===== src/design/rxevm_pkg.sv =====
package rxevm_pkg;

   // Sample and field layout
   localparam int unsigned EVM_W         = 16;
   localparam int unsigned SUM_W         = 20;
   localparam int unsigned PEAK_INT_MSB  = 15;
   localparam int unsigned PEAK_INT_LSB  = 9;
   localparam int unsigned PEAK_FRAC_MSB = 8;
   localparam int unsigned SUM_WORD_LSB  = 12;
   localparam int unsigned HDR_SYMBOLS   = 2;
   localparam int unsigned ADDR_W        = 18;

   // Register indices; byte address is four times the index
   localparam logic [15:0] IDX_HDR_PEAK = 16'hFE3B;
   localparam logic [15:0] IDX_PAY_PEAK = 16'hFE3D;
   localparam logic [15:0] IDX_HDR_SUM  = 16'hFE3F;
   localparam logic [15:0] IDX_PAY_SUM  = 16'hFE43;
   localparam logic [15:0] IDX_CTRL     = 16'hFE47;
   localparam logic [15:0] IDX_STATUS   = 16'hFE48;
   localparam logic [15:0] IDX_PAY_CNT  = 16'hFE49;

   // Reset values
   localparam logic [EVM_W-1:0] PEAK_RST = 16'h0000;
   localparam logic [SUM_W-1:0] SUM_RST  = 20'h00000;
   localparam logic [1:0]       CTRL_RST = 2'h1;
   localparam logic [15:0]      CNT_RST  = 16'h0000;

   // Control and status fields
   localparam int unsigned CTRL_EN_BIT   = 0;
   localparam int unsigned CTRL_CLR_BIT  = 1;
   localparam int unsigned STAT_ST_LSB   = 0;
   localparam int unsigned STAT_HCNT_LSB = 4;

   // Receive phase, one-hot
   typedef enum logic [2:0] {
      ST_IDLE    = 3'b001,
      ST_HEADER  = 3'b010,
      ST_PAYLOAD = 3'b100
   } rxevm_state_e;

   // Byte address of a register index
   function automatic logic [ADDR_W-1:0] reg_addr(input logic [15:0] idx);
      reg_addr = {idx, 2'b00};
   endfunction

endpackage


===== src/design/rxevm_max_hold.sv =====
`timescale 1ns/1ps
`default_nettype none

module rxevm_max_hold #(
   parameter int unsigned W = 16
) (
   input  wire logic         core_clk,
   input  wire logic         nrst,
   input  wire logic         clear,
   input  wire logic         sampleValid,
   input  wire logic [W-1:0] sample,
   output logic      [W-1:0] maxValue
);

   logic [W-1:0] next_maxValue;
   logic         bigger;

   // Clear has priority so a new message never inherits an old peak
   assign bigger        = sampleValid && (sample > maxValue);
   assign next_maxValue = clear ? '0 : (bigger ? sample : maxValue);

   // Running maximum
   always_ff @(posedge core_clk or negedge nrst) begin
      if (!nrst) begin
         maxValue <= '0;
      end else begin
         maxValue <= next_maxValue;
      end
   end

endmodule

`default_nettype wire


===== src/design/rxevm_symbol_sum.sv =====
`timescale 1ns/1ps
`default_nettype none

module rxevm_symbol_sum #(
   parameter int unsigned IN_W  = 16,
   parameter int unsigned SUM_W = 20
) (
   input  wire logic             core_clk,
   input  wire logic             nrst,
   input  wire logic             clear,
   input  wire logic             addValid,
   input  wire logic [IN_W-1:0]  addValue,
   input  wire logic             symbolEnd,
   output logic      [SUM_W-1:0] symSum
);

   logic [SUM_W-1:0] acc;
   logic [SUM_W:0]   wide;
   logic [SUM_W-1:0] next_acc;

   // Sum saturates rather than wraps, so an overflow still reads as a large error
   assign wide     = {1'b0, acc} + (addValid ? (SUM_W+1)'(addValue) : '0);
   assign symSum   = wide[SUM_W] ? '1 : wide[SUM_W-1:0];
   assign next_acc = (clear || symbolEnd) ? '0 : symSum;

   // Accumulator restarts after each symbol boundary
   always_ff @(posedge core_clk or negedge nrst) begin
      if (!nrst) begin
         acc <= '0;
      end else begin
         acc <= next_acc;
      end
   end

endmodule

`default_nettype wire


===== src/design/rxevm_stats.sv =====
`timescale 1ns/1ps
`default_nettype none

module rxevm_stats #(
   parameter int unsigned EVM_W  = rxevm_pkg::EVM_W,
   parameter int unsigned SUM_W  = rxevm_pkg::SUM_W,
   parameter int unsigned ADDR_W = rxevm_pkg::ADDR_W
) (
   input  wire logic              core_clk,
   input  wire logic              nrst,
   // APB slave
   input  wire logic              psel,
   input  wire logic              penable,
   input  wire logic              pwrite,
   input  wire logic [ADDR_W-1:0] paddr,
   input  wire logic [31:0]       pwdata,
   input  wire logic [3:0]        pstrb,
   output logic      [31:0]       prdata,
   output logic                   pready,
   output logic                   pslverr,
   // Demodulator side, same clock
   input  wire logic              rxStart,
   input  wire logic              rxEnd,
   input  wire logic              carrierValid,
   input  wire logic [EVM_W-1:0]  carrierEvm,
   input  wire logic              symbolEnd
);

   rxevm_pkg::rxevm_state_e state;
   rxevm_pkg::rxevm_state_e next_state;

   logic [1:0]             ctrl;
   logic [1:0]             hdrCount;
   logic [1:0]             next_hdrCount;
   logic [15:0]            payCount;
   logic [15:0]            next_payCount;
   logic [1:0]             segActive;
   logic [1:0][EVM_W-1:0]  peakVal;
   logic [1:0][SUM_W-1:0]  sumVal;
   logic [SUM_W-1:0]       symSum;
   logic                   capture;
   logic                   softClear;
   logic                   msgClear;
   logic                   lastHdrSymbol;

   logic                   setupPhase;
   logic                   accessPhase;
   logic                   wrAccess;
   logic                   selHdrPeak;
   logic                   selPayPeak;
   logic                   selHdrSum;
   logic                   selPaySum;
   logic                   selCtrl;
   logic                   selStatus;
   logic                   selPayCnt;
   logic                   mapped;
   logic [31:0]            rdMux;
   logic [31:0]            statusWord;
   logic [31:0]            next_prdata;
   logic                   next_pslverr;
   logic [1:0]             next_ctrl;

   // APB phase decode; the slave never inserts wait states
   assign setupPhase  = psel && !penable;
   assign accessPhase = psel && penable;
   assign pready      = accessPhase;
   assign wrAccess    = accessPhase && pwrite;

   // Address decode against byte addresses of the register indices
   assign selHdrPeak = (paddr == rxevm_pkg::reg_addr(rxevm_pkg::IDX_HDR_PEAK));
   assign selPayPeak = (paddr == rxevm_pkg::reg_addr(rxevm_pkg::IDX_PAY_PEAK));
   assign selHdrSum  = (paddr == rxevm_pkg::reg_addr(rxevm_pkg::IDX_HDR_SUM));
   assign selPaySum  = (paddr == rxevm_pkg::reg_addr(rxevm_pkg::IDX_PAY_SUM));
   assign selCtrl    = (paddr == rxevm_pkg::reg_addr(rxevm_pkg::IDX_CTRL));
   assign selStatus  = (paddr == rxevm_pkg::reg_addr(rxevm_pkg::IDX_STATUS));
   assign selPayCnt  = (paddr == rxevm_pkg::reg_addr(rxevm_pkg::IDX_PAY_CNT));
   assign mapped     = selHdrPeak || selPayPeak || selHdrSum || selPaySum
                       || selCtrl || selStatus || selPayCnt;

   // Control: capture enable steers the trackers, clear is a write-one pulse
   assign softClear = wrAccess && selCtrl && pstrb[0]
                      && pwdata[rxevm_pkg::CTRL_CLR_BIT];
   assign next_ctrl = (wrAccess && selCtrl && pstrb[0])
                      ? {1'b0, pwdata[rxevm_pkg::CTRL_EN_BIT]} : ctrl;
   assign capture   = ctrl[rxevm_pkg::CTRL_EN_BIT];

   assign msgClear = rxStart || softClear;

   // Header ends after its fixed number of symbols
   assign lastHdrSymbol = (state == rxevm_pkg::ST_HEADER) && symbolEnd
                          && (hdrCount == 2'(rxevm_pkg::HDR_SYMBOLS - 1));

   // Receive phase sequencing; a new start always restarts the header
   always_comb begin
      next_state = state;
      case (state)
         rxevm_pkg::ST_IDLE: begin
            if (rxStart) begin
               next_state = rxevm_pkg::ST_HEADER;
            end
         end
         rxevm_pkg::ST_HEADER: begin
            if (rxStart) begin
               next_state = rxevm_pkg::ST_HEADER;
            end else if (rxEnd) begin
               next_state = rxevm_pkg::ST_IDLE;
            end else if (lastHdrSymbol) begin
               next_state = rxevm_pkg::ST_PAYLOAD;
            end
         end
         rxevm_pkg::ST_PAYLOAD: begin
            if (rxStart) begin
               next_state = rxevm_pkg::ST_HEADER;
            end else if (rxEnd) begin
               next_state = rxevm_pkg::ST_IDLE;
            end
         end
         default: begin
            next_state = rxevm_pkg::ST_IDLE;
         end
      endcase
   end

   // Segment select for the trackers
   assign segActive[0] = (state == rxevm_pkg::ST_HEADER);
   assign segActive[1] = (state == rxevm_pkg::ST_PAYLOAD);

   // Symbol counters; payload count saturates instead of wrapping
   assign next_hdrCount = rxStart ? 2'h0
                          : ((segActive[0] && symbolEnd) ? hdrCount + 2'h1 : hdrCount);
   assign next_payCount = msgClear ? rxevm_pkg::CNT_RST
                          : ((segActive[1] && symbolEnd && (payCount != 16'hFFFF))
                             ? payCount + 16'h0001 : payCount);

   // Phase, control and counters
   always_ff @(posedge core_clk or negedge nrst) begin
      if (!nrst) begin
         state    <= rxevm_pkg::ST_IDLE;
         ctrl     <= rxevm_pkg::CTRL_RST;
         hdrCount <= 2'h0;
         payCount <= rxevm_pkg::CNT_RST;
      end else begin
         state    <= next_state;
         ctrl     <= next_ctrl;
         hdrCount <= next_hdrCount;
         payCount <= next_payCount;
      end
   end

   rxevm_symbol_sum #(
      .IN_W  (EVM_W),
      .SUM_W (SUM_W)
   ) u_symbol_sum (
      .core_clk  (core_clk),
      .nrst      (nrst),
      .clear     (rxStart),
      .addValid  (carrierValid),
      .addValue  (carrierEvm),
      .symbolEnd (symbolEnd),
      .symSum    (symSum)
   );

   // One peak and one symbol-sum tracker for header and for payload
   genvar seg;
   generate
      for (seg = 0; seg < 2; seg++) begin : g_seg
         rxevm_max_hold #(
            .W (EVM_W)
         ) u_peak (
            .core_clk    (core_clk),
            .nrst        (nrst),
            .clear       (msgClear),
            .sampleValid (capture && carrierValid && segActive[seg]),
            .sample      (carrierEvm),
            .maxValue    (peakVal[seg])
         );
         rxevm_max_hold #(
            .W (SUM_W)
         ) u_sum (
            .core_clk    (core_clk),
            .nrst        (nrst),
            .clear       (msgClear),
            .sampleValid (capture && symbolEnd && segActive[seg]),
            .sample      (symSum),
            .maxValue    (sumVal[seg])
         );
      end
   endgenerate

   // Status shows the receive phase and header symbols seen
   assign statusWord = {26'h0000000, hdrCount, 1'b0, state};

   // Read mux
   always_comb begin
      rdMux = 32'h00000000;
      if (selHdrPeak) begin
         rdMux = {16'h0000, peakVal[0]};
      end else if (selPayPeak) begin
         rdMux = {16'h0000, peakVal[1]};
      end else if (selHdrSum) begin
         rdMux = {sumVal[0], 12'h000};
      end else if (selPaySum) begin
         rdMux = {sumVal[1], 12'h000};
      end else if (selCtrl) begin
         rdMux = {30'h00000000, ctrl};
      end else if (selStatus) begin
         rdMux = statusWord;
      end else if (selPayCnt) begin
         rdMux = {16'h0000, payCount};
      end
   end

   // Read data and error are captured in the setup phase, so they are stable
   // for the whole access phase; writes to read-only words are ignored
   assign next_prdata  = (setupPhase && !pwrite) ? rdMux : prdata;
   assign next_pslverr = setupPhase ? !mapped : pslverr;

   // Bus answer registers
   always_ff @(posedge core_clk or negedge nrst) begin
      if (!nrst) begin
         prdata  <= 32'h00000000;
         pslverr <= 1'b0;
      end else begin
         prdata  <= next_prdata;
         pslverr <= next_pslverr;
      end
   end

endmodule

`default_nettype wire


===== config.mk =====
export PLATFORM = sky130hd
export DESIGN_NAME = rxevm_stats
export DESIGN_NICKNAME = d
export VERILOG_FILES = /design/src/design/rxevm_pkg.sv /design/src/design/rxevm_max_hold.sv /design/src/design/rxevm_symbol_sum.sv /design/src/design/rxevm_stats.sv
export SDC_FILE = /design/constraint.sdc
export NUM_CORES = 1
export LEC_CHECK = 0
export ABC_CLOCK_PERIOD_IN_PS = 5600
export BUFFER_PORTS_ARGS = -buffer_cell sky130_fd_sc_hd__buf_4
export CAP_MARGIN = 25
export CORE_UTILIZATION = 31
export CTS_CLUSTER_SIZE = 14
export DETAILED_ROUTE_END_ITERATION = 6
export PLACE_DENSITY = 0.51
export SLEW_MARGIN = 25
export SYNTH_ARGS = -nofsm -noshare
export SYNTH_HDL_FRONTEND = slang
export SYNTH_SLANG_ARGS = --single-unit

===== constraint.sdc =====
create_clock -name core_clk -period 5.6 [get_ports core_clk]
set_clock_uncertainty 0.1 [all_clocks]
set_input_delay 0.56 -clock core_clk [delete_from_list [all_inputs] [get_ports core_clk]]
set_output_delay 0.56 -clock core_clk [all_outputs]
set_load 0.01 [all_outputs]

## After elaboration in Yosys (flattened, before gate mapping)

Index checks and enable logic that the tools add are counted.

| operators by class | value |
|---|---|
| bitwise logic cells | 0 |
| magnitude comparators | 4 |
| equality and inequality tests | 15 |
| multiply operators | 0 |
| reductions and logical operators | 39 |
| add/sub/neg operators | 3 |
| mux-type cells | 29 |
| shifts and indexed selects | 0 |
| divide/modulo/power cells | 0 |

Operator list:

| cell | number |
|---|---|
| $mux 16 | 10 |
| $mux 32 | 4 |
| $eq 18x18->1 const B | 7 |
| $mux 20 | 6 |
| $gt 20x20->1 | 2 |
| $gt 16x16->1 | 2 |
| $add 20x21->21 | 1 |
| $logic_and 1x1->1 | 21 |
| $mux 3 | 6 |
| $add 16x1->16 const B | 1 |
| $ne 16x16->1 const B | 1 |
| $reduce_bool 2->1 | 6 |
| $pmux 3 s3 | 1 |
| $logic_or 1x1->1 | 8 |
| $mux 2 | 2 |
| $ne 4x3->1 const B | 1 |
| $eq 3x1->1 const B | 1 |
| $eq 3x2->1 const B | 1 |
| $eq 3x3->1 const B | 1 |
| $logic_not 1->1 | 3 |
| $ne 3x3->1 const B | 1 |
| $reduce_and 3->1 | 1 |
| $add 2x1->2 const B | 1 |
| $eq 2x1->1 const B | 1 |
| $ne 2x2->1 const B | 1 |

| word-level totals | value |
|---|---|
| input bits | 79 |
| output and inout bits | 34 |
| bits in registers | 147 |
| bits in writable memories | 0 |
| latch bits | 0 |
| bits in read-only memories | 0 |
| logic and storage cells | 101 |
| memories kept | 0 |

## Longest topological paths before layout

| logic depth | value |
|---|---|
| word-level depth | 8 |
| mapped depth | 21 |
| depth with buffers taken out | 18 |

## Cells and area by module

From an unflattened synthesis, not the netlist that was laid out.

| unflattened totals | value |
|---|---|
| cell total of the unflattened synthesis | 1361 |
| area total of the unflattened synthesis | 11702.5 um^2 |

By module, submodules not included:

| module | times used | area an instance (um^2) | cells each | sequential area each (um^2) |
|---|---|---|---|---|
| rxevm_max_hold (g_seg[0].u_sum ...) | 2 | 2149.6 | 257 | 500.5 |
| rxevm_stats | 1 | 3171.8 | 363 | 1378.8 |
| rxevm_max_hold (g_seg[0].u_peak ...) | 2 | 1137.3 | 124 | 400.4 |
| rxevm_symbol_sum | 1 | 1956.9 | 236 | 500.5 |

## Worst setup path after synthesis

No wires, ideal clock.

| path | value |
|---|---|
| kind | input to register |
| start point | in carrierValid |
| end point | reg g_seg[0].u_sum.maxValue[12] |
| setup time | 87 ps |
| required time | 5413 ps |
| path slack | 1010 ps |
| arrival | 4403 ps |
| buffers on the path | 2 |
| stages on the path | 19 |
| cells stage by stage | clkbuf_1 and2_1 ha_1 fa_1 a21o_1 a221oi_4 a211oi_2 or2_1 nand3_2 mux2i_2 inv_1 ha_1 nand4_1 nor4_1 o2bb2ai_1 o21a_1 clkbuf_1 nor2_1 a211oi_2 |

| between the ends | value |
|---|---|
| cells in the longest elaborated chain, start to end | 6 |
| elaborated cells on any way between the ends | 8 |
| classes of those cells | add/sub: 1; order compare: 1; mux: 4; reduce/logical: 2 |

Ends and longest elaborated chain:

| item | RTL line | source |
|---|---|---|
| from (decl) | rxevm_stats.sv:24 | `input wire logic carrierValid,` |
| $mux 16 * | rxevm_symbol_sum.sv:22 | `assign wide = {1'b0, acc} + (addValid ? (SUM_W+1)'(addValue) : '0);` |
| $add 20x21->21 * | rxevm_symbol_sum.sv:22 |  |
| $mux 20 * | rxevm_symbol_sum.sv:23 | `assign symSum = wide[SUM_W] ? '1 : wide[SUM_W-1:0];` |
| $gt 20x20->1 | rxevm_max_hold.sv:19 | `assign bigger = sampleValid && (sample > maxValue);` |
| $logic_and 1x1->1 | rxevm_max_hold.sv:19 |  |
| $reduce_bool 2->1 (no source line) | n/a |  |
| to (signal assigned) | rxevm_max_hold.sv:27 | `maxValue <= next_maxValue;` |
| to (decl) | rxevm_max_hold.sv:12 | `output logic [W-1:0] maxValue` |

Every way passes the cells marked *; elsewhere a longest branch is shown, timed or not. The select of a mux whose other input is x is not followed.
A chain may end at the register's enable or synchronous reset.

## Final worst setup path

Same ends and word-level chain as after synthesis.

==> results.toml <==
[worst_setup_path]
crit_arrival_ps = 4990
critPathKind = "primary input to flop"
endpoint_kind = "flop"
crit_required_ps = 5830
critPathMaxFanout = 18
startpoint_type = "primary input"

[finish]
multi_input_area_um2 = 5280
drive_gt1_share_pct = 16.4
nFillCells = 3081
area_growth_pct = 16.1
final_nets = 1290
area.sequential_um2 = 3680
utilization_pct = 37.0
antenna_cells = 0

[sta]
slew_viol_final = 0
finalCriticalPeriod_ps = 4770
max_slew.worst_pin.slew_ps = 968
period_share_pct = 85.1
rsz0062_at_grt = "no"
slew_headroom_pct = 35.2
clock.fmax_ghz = 0.210
tns_ps = 0
hold_viol = 0
finalSetupViolCount = 0

[placement]
place.gp.congestion = 0.839
hpwl_mm = 20.1
io_buffers = 79

[power_and_ir_drop]
p_per_area_nw_per_um2 = 235
p_leak_nw = 4.95
peakVddDrop_mv = 0.211
p_clk_share_pct = 42.6
power_switching_uw = 799
intPower_mw = 1.82
swShare_pct = 30.6
seq_power_share_pct = 42.4
comb_power_share_pct = 15.0

[run_status]
failed_checks = "DRC"
status = "complete, but fails checks"

[yosys]
ys_warn_count = 0
netlist.area_leader.share_pct = 37.9
yosys-top-cells-area = "dfrtp_1 (38%), ha_1 (12%), nand2_1 (4.2%), o21ai_0 (3.8%), inv_1 (3.6%)"
synth_seq_cells = 147
ys_types = 81
synth_nets = 1224
synth_area_leader_cell = "dfrtp_1"
syn_area_um2 = 9580
postSynthCellCount = 1054
ys.flop_type = "dfrtp_1"
avgSynthCellArea_um2 = 9.09
synth_edf_count = 0
synth-seq-area-share_pct = 38.4
async_flop_share_pct = 100

[die]
ios = 113
rows = 63
die-area_um2 = 31600
initial_utilization_pct = 31.9
fp.dieH_um = 178
dieWidth_um = 178
core_area_um2 = 30000

[route]
drc = 2
firstDrtPassIters = 7
ant_nets = 0
top_layer = "met4"
viasPerCell = 5.19
vias = 7905
dr_wl_met2_mm = 12.0
post_drt_wl_per_cell_um = 18.0
drt-initial-drc-count = 546
wl_mm = 27.4
wl_met1_mm = 13.8
dr_wl_met3_mm = 1.20

[flow_run]
cap_violations = 0

[global_route]
grt_first_pass_wirelength_mm = 44.3
grt_pass1_vias = 7953
track_usage_pct = 18.3
grt_max_degree = 71
antenna_found_initial = 0
grt_overflow = 0

[clocking]
cts_made_buffers = 17
htree_levels = 4
cts.sinks = 147
cts-root-buf = "clkbuf_16"
clk_pin_slew_worst_paths_ps = 70
clkLatencyLatePin_ps = 430
tritoncts = "built"
clock_path_buffers = 2
post_cts_resized = 0

[hold_path]
hold_path.class = "primary input to flop"
-- stage by stage --
| step | area [µm²] | cells | worst slack, ps | hold slack, ps | total power, mW |
|---|---|---|---|---|---|
| finish | 11100 | 1523 | 834 | 220 | 2.62 |
| global route | 11100 | 1523 | 553 | 208 | 2.74 |
| CTS | 11100 | 1523 | 805 | 207 | 2.65 |
| detailed placement | 10600 | 1490 | 388 | 268 | 1.52 |
| global placement | 10500 | 1490 | 480 | 266 | 1.52 |
| floorplan | 9580 | 1054 | 1010 | 164 | 1.37 |
-- synth_stat cells, types with 6 or more instances --
master and instances:
o21ai_2 13, xnor2_1 11, nor3_1 6, nand4_1 26, a31oi_1 6, nand3_1 30, a21oi_1 61, a211oi_1 30
a21o_1 15, and3_1 8, buf_6 7, clkbuf_1 15, o21a_1 7, a221oi_1 6, buf_2 17, inv_1 91
a222oi_1 11, mux2i_1 19, nor4_1 8, o21ai_1 8, a22oi_1 20, dfrtp_1 145, nand2_1 108, xor2_1 16
ha_1 90, nor2b_1 7, nor2_1 84, nand2_4 6, o21ai_0 73, and2_1 18
-- area by class of cell --
class | instances | share of cell area (%)
Clock buffer | 17 | 3.83
Clock inverter | 15 | 1.13
Inverter | 91 | 3.07
Multi-Input combinational cell | 766 | 47.5
Sequential cell | 147 | 33.1
Tap cell | 390 | 4.39
Timing Repair Buffer | 97 | 6.98
-- power groups by stage --
stage	Sequential [mW]	Clock, mW	Combinational [mW]
6_report	1.11	1.12	0.393
2_1_floorplan	1.12	0	0.251
5_1_grt	1.11	1.19	0.447
3_5_place_dp	1.13	0	0.395
3_3_place_gp	1.13	0	0.391
4_1_cts	1.11	1.14	0.398
-- worst paths after layout --
kind                                          start                          end  slack [ps]  cells after the start
worst max register to register  u_symbol_sum.acc[0]  g_seg[0].u_sum.maxValue[12]         910                     18
min in group asynchronous                      nrst                   prdata[21]         380                      2
worst max-delay path                   carrierValid  g_seg[0].u_sum.maxValue[12]         830                     20
max in group asynchronous                      nrst  g_seg[0].u_peak.maxValue[4]        3900                      3
worst min-delay path                          rxEnd                     state[2]         220                      2
worst min register to register            prdata[8]                    prdata[8]         380                      2
-- state kept, by name, summed over array words and instances (netlist names), 2 cells and up --
register and count:
g_seg.u_sum.maxValue 40, state 3, payCount 16, g_seg.u_peak.maxValue 32
u_symbol_sum.acc 20, prdata 32, hdrCount 2
-- cell families (layout without fill, tap and decap cells) --
kind of cell	count (synthesis)	count (layout)	share of synthesized area, %
AOI/OAI and AO/OA	279	279	19.3
xor gates and xnor gates	27	27	2.47
adders and majority gates	91	91	12.0
buffers and inverters	141	220	6.66
DFF	147	147	38.4
muxes	24	24	2.60
and+or+nand+nor	345	345	18.5
-- critical path, cell delays in order --
cell and delay [ps]:
buf_4 170, and2_1 150, ha_1 200, fa_1 410, a21o_1 240, a221oi_4 300, buf_4 190, a21oi_1 100
a32oi_1 280, mux2i_1 110, nor2_1 310, inv_1 120, ha_1 320, nand4_1 160, nor4_1 430, o2bb2ai_1 210
o21a_1 300, buf_12 190, nor2_1 60, a211oi_2 180
-- what timing repair did --
action | CTS | global route
hold endpoints to repair | 7 | 0
setup buffers | 0 | 0
hold buffers | 1 | 0
-- metal layers --
layer	up-vias	GRT usage (%)
met5	-	0
met4	0	4.42
met3	19	3.45
met2	167	27.7
met1	3837	26.6
li1	3882	-
-- cell usage in the layout, fill, tap and decap left out, types with 4 or more instances in the layout --
master / instances
mux2_2: 4
ha_1: 90
o21a_1: 7
a221oi_1: 6
nand3_1: 30
nand4_1: 26
nor2_1: 83
and3_1: 8
dfrtp_1: 145
inv_1: 91
nor3_1: 6
a31oi_1: 6
a211oi_1: 30
or2_2: 4
a222oi_1: 11
a21oi_1: 61
nor2b_1: 7
and2_1: 18
a22oi_1: 20
a21o_1: 15
clkbuf_16: 17
o21ai_2: 14
inv_6: 4
buf_4: 91
o21ai_0: 72
or3_1: 5
nand2_4: 6
xor2_1: 16
xnor2_1: 11
o21ai_1: 8
nor4_1: 7
mux2i_1: 19
nand2_1: 108
nand2b_1: 4
No activity file was read; power rests on OpenSTA's default activity.
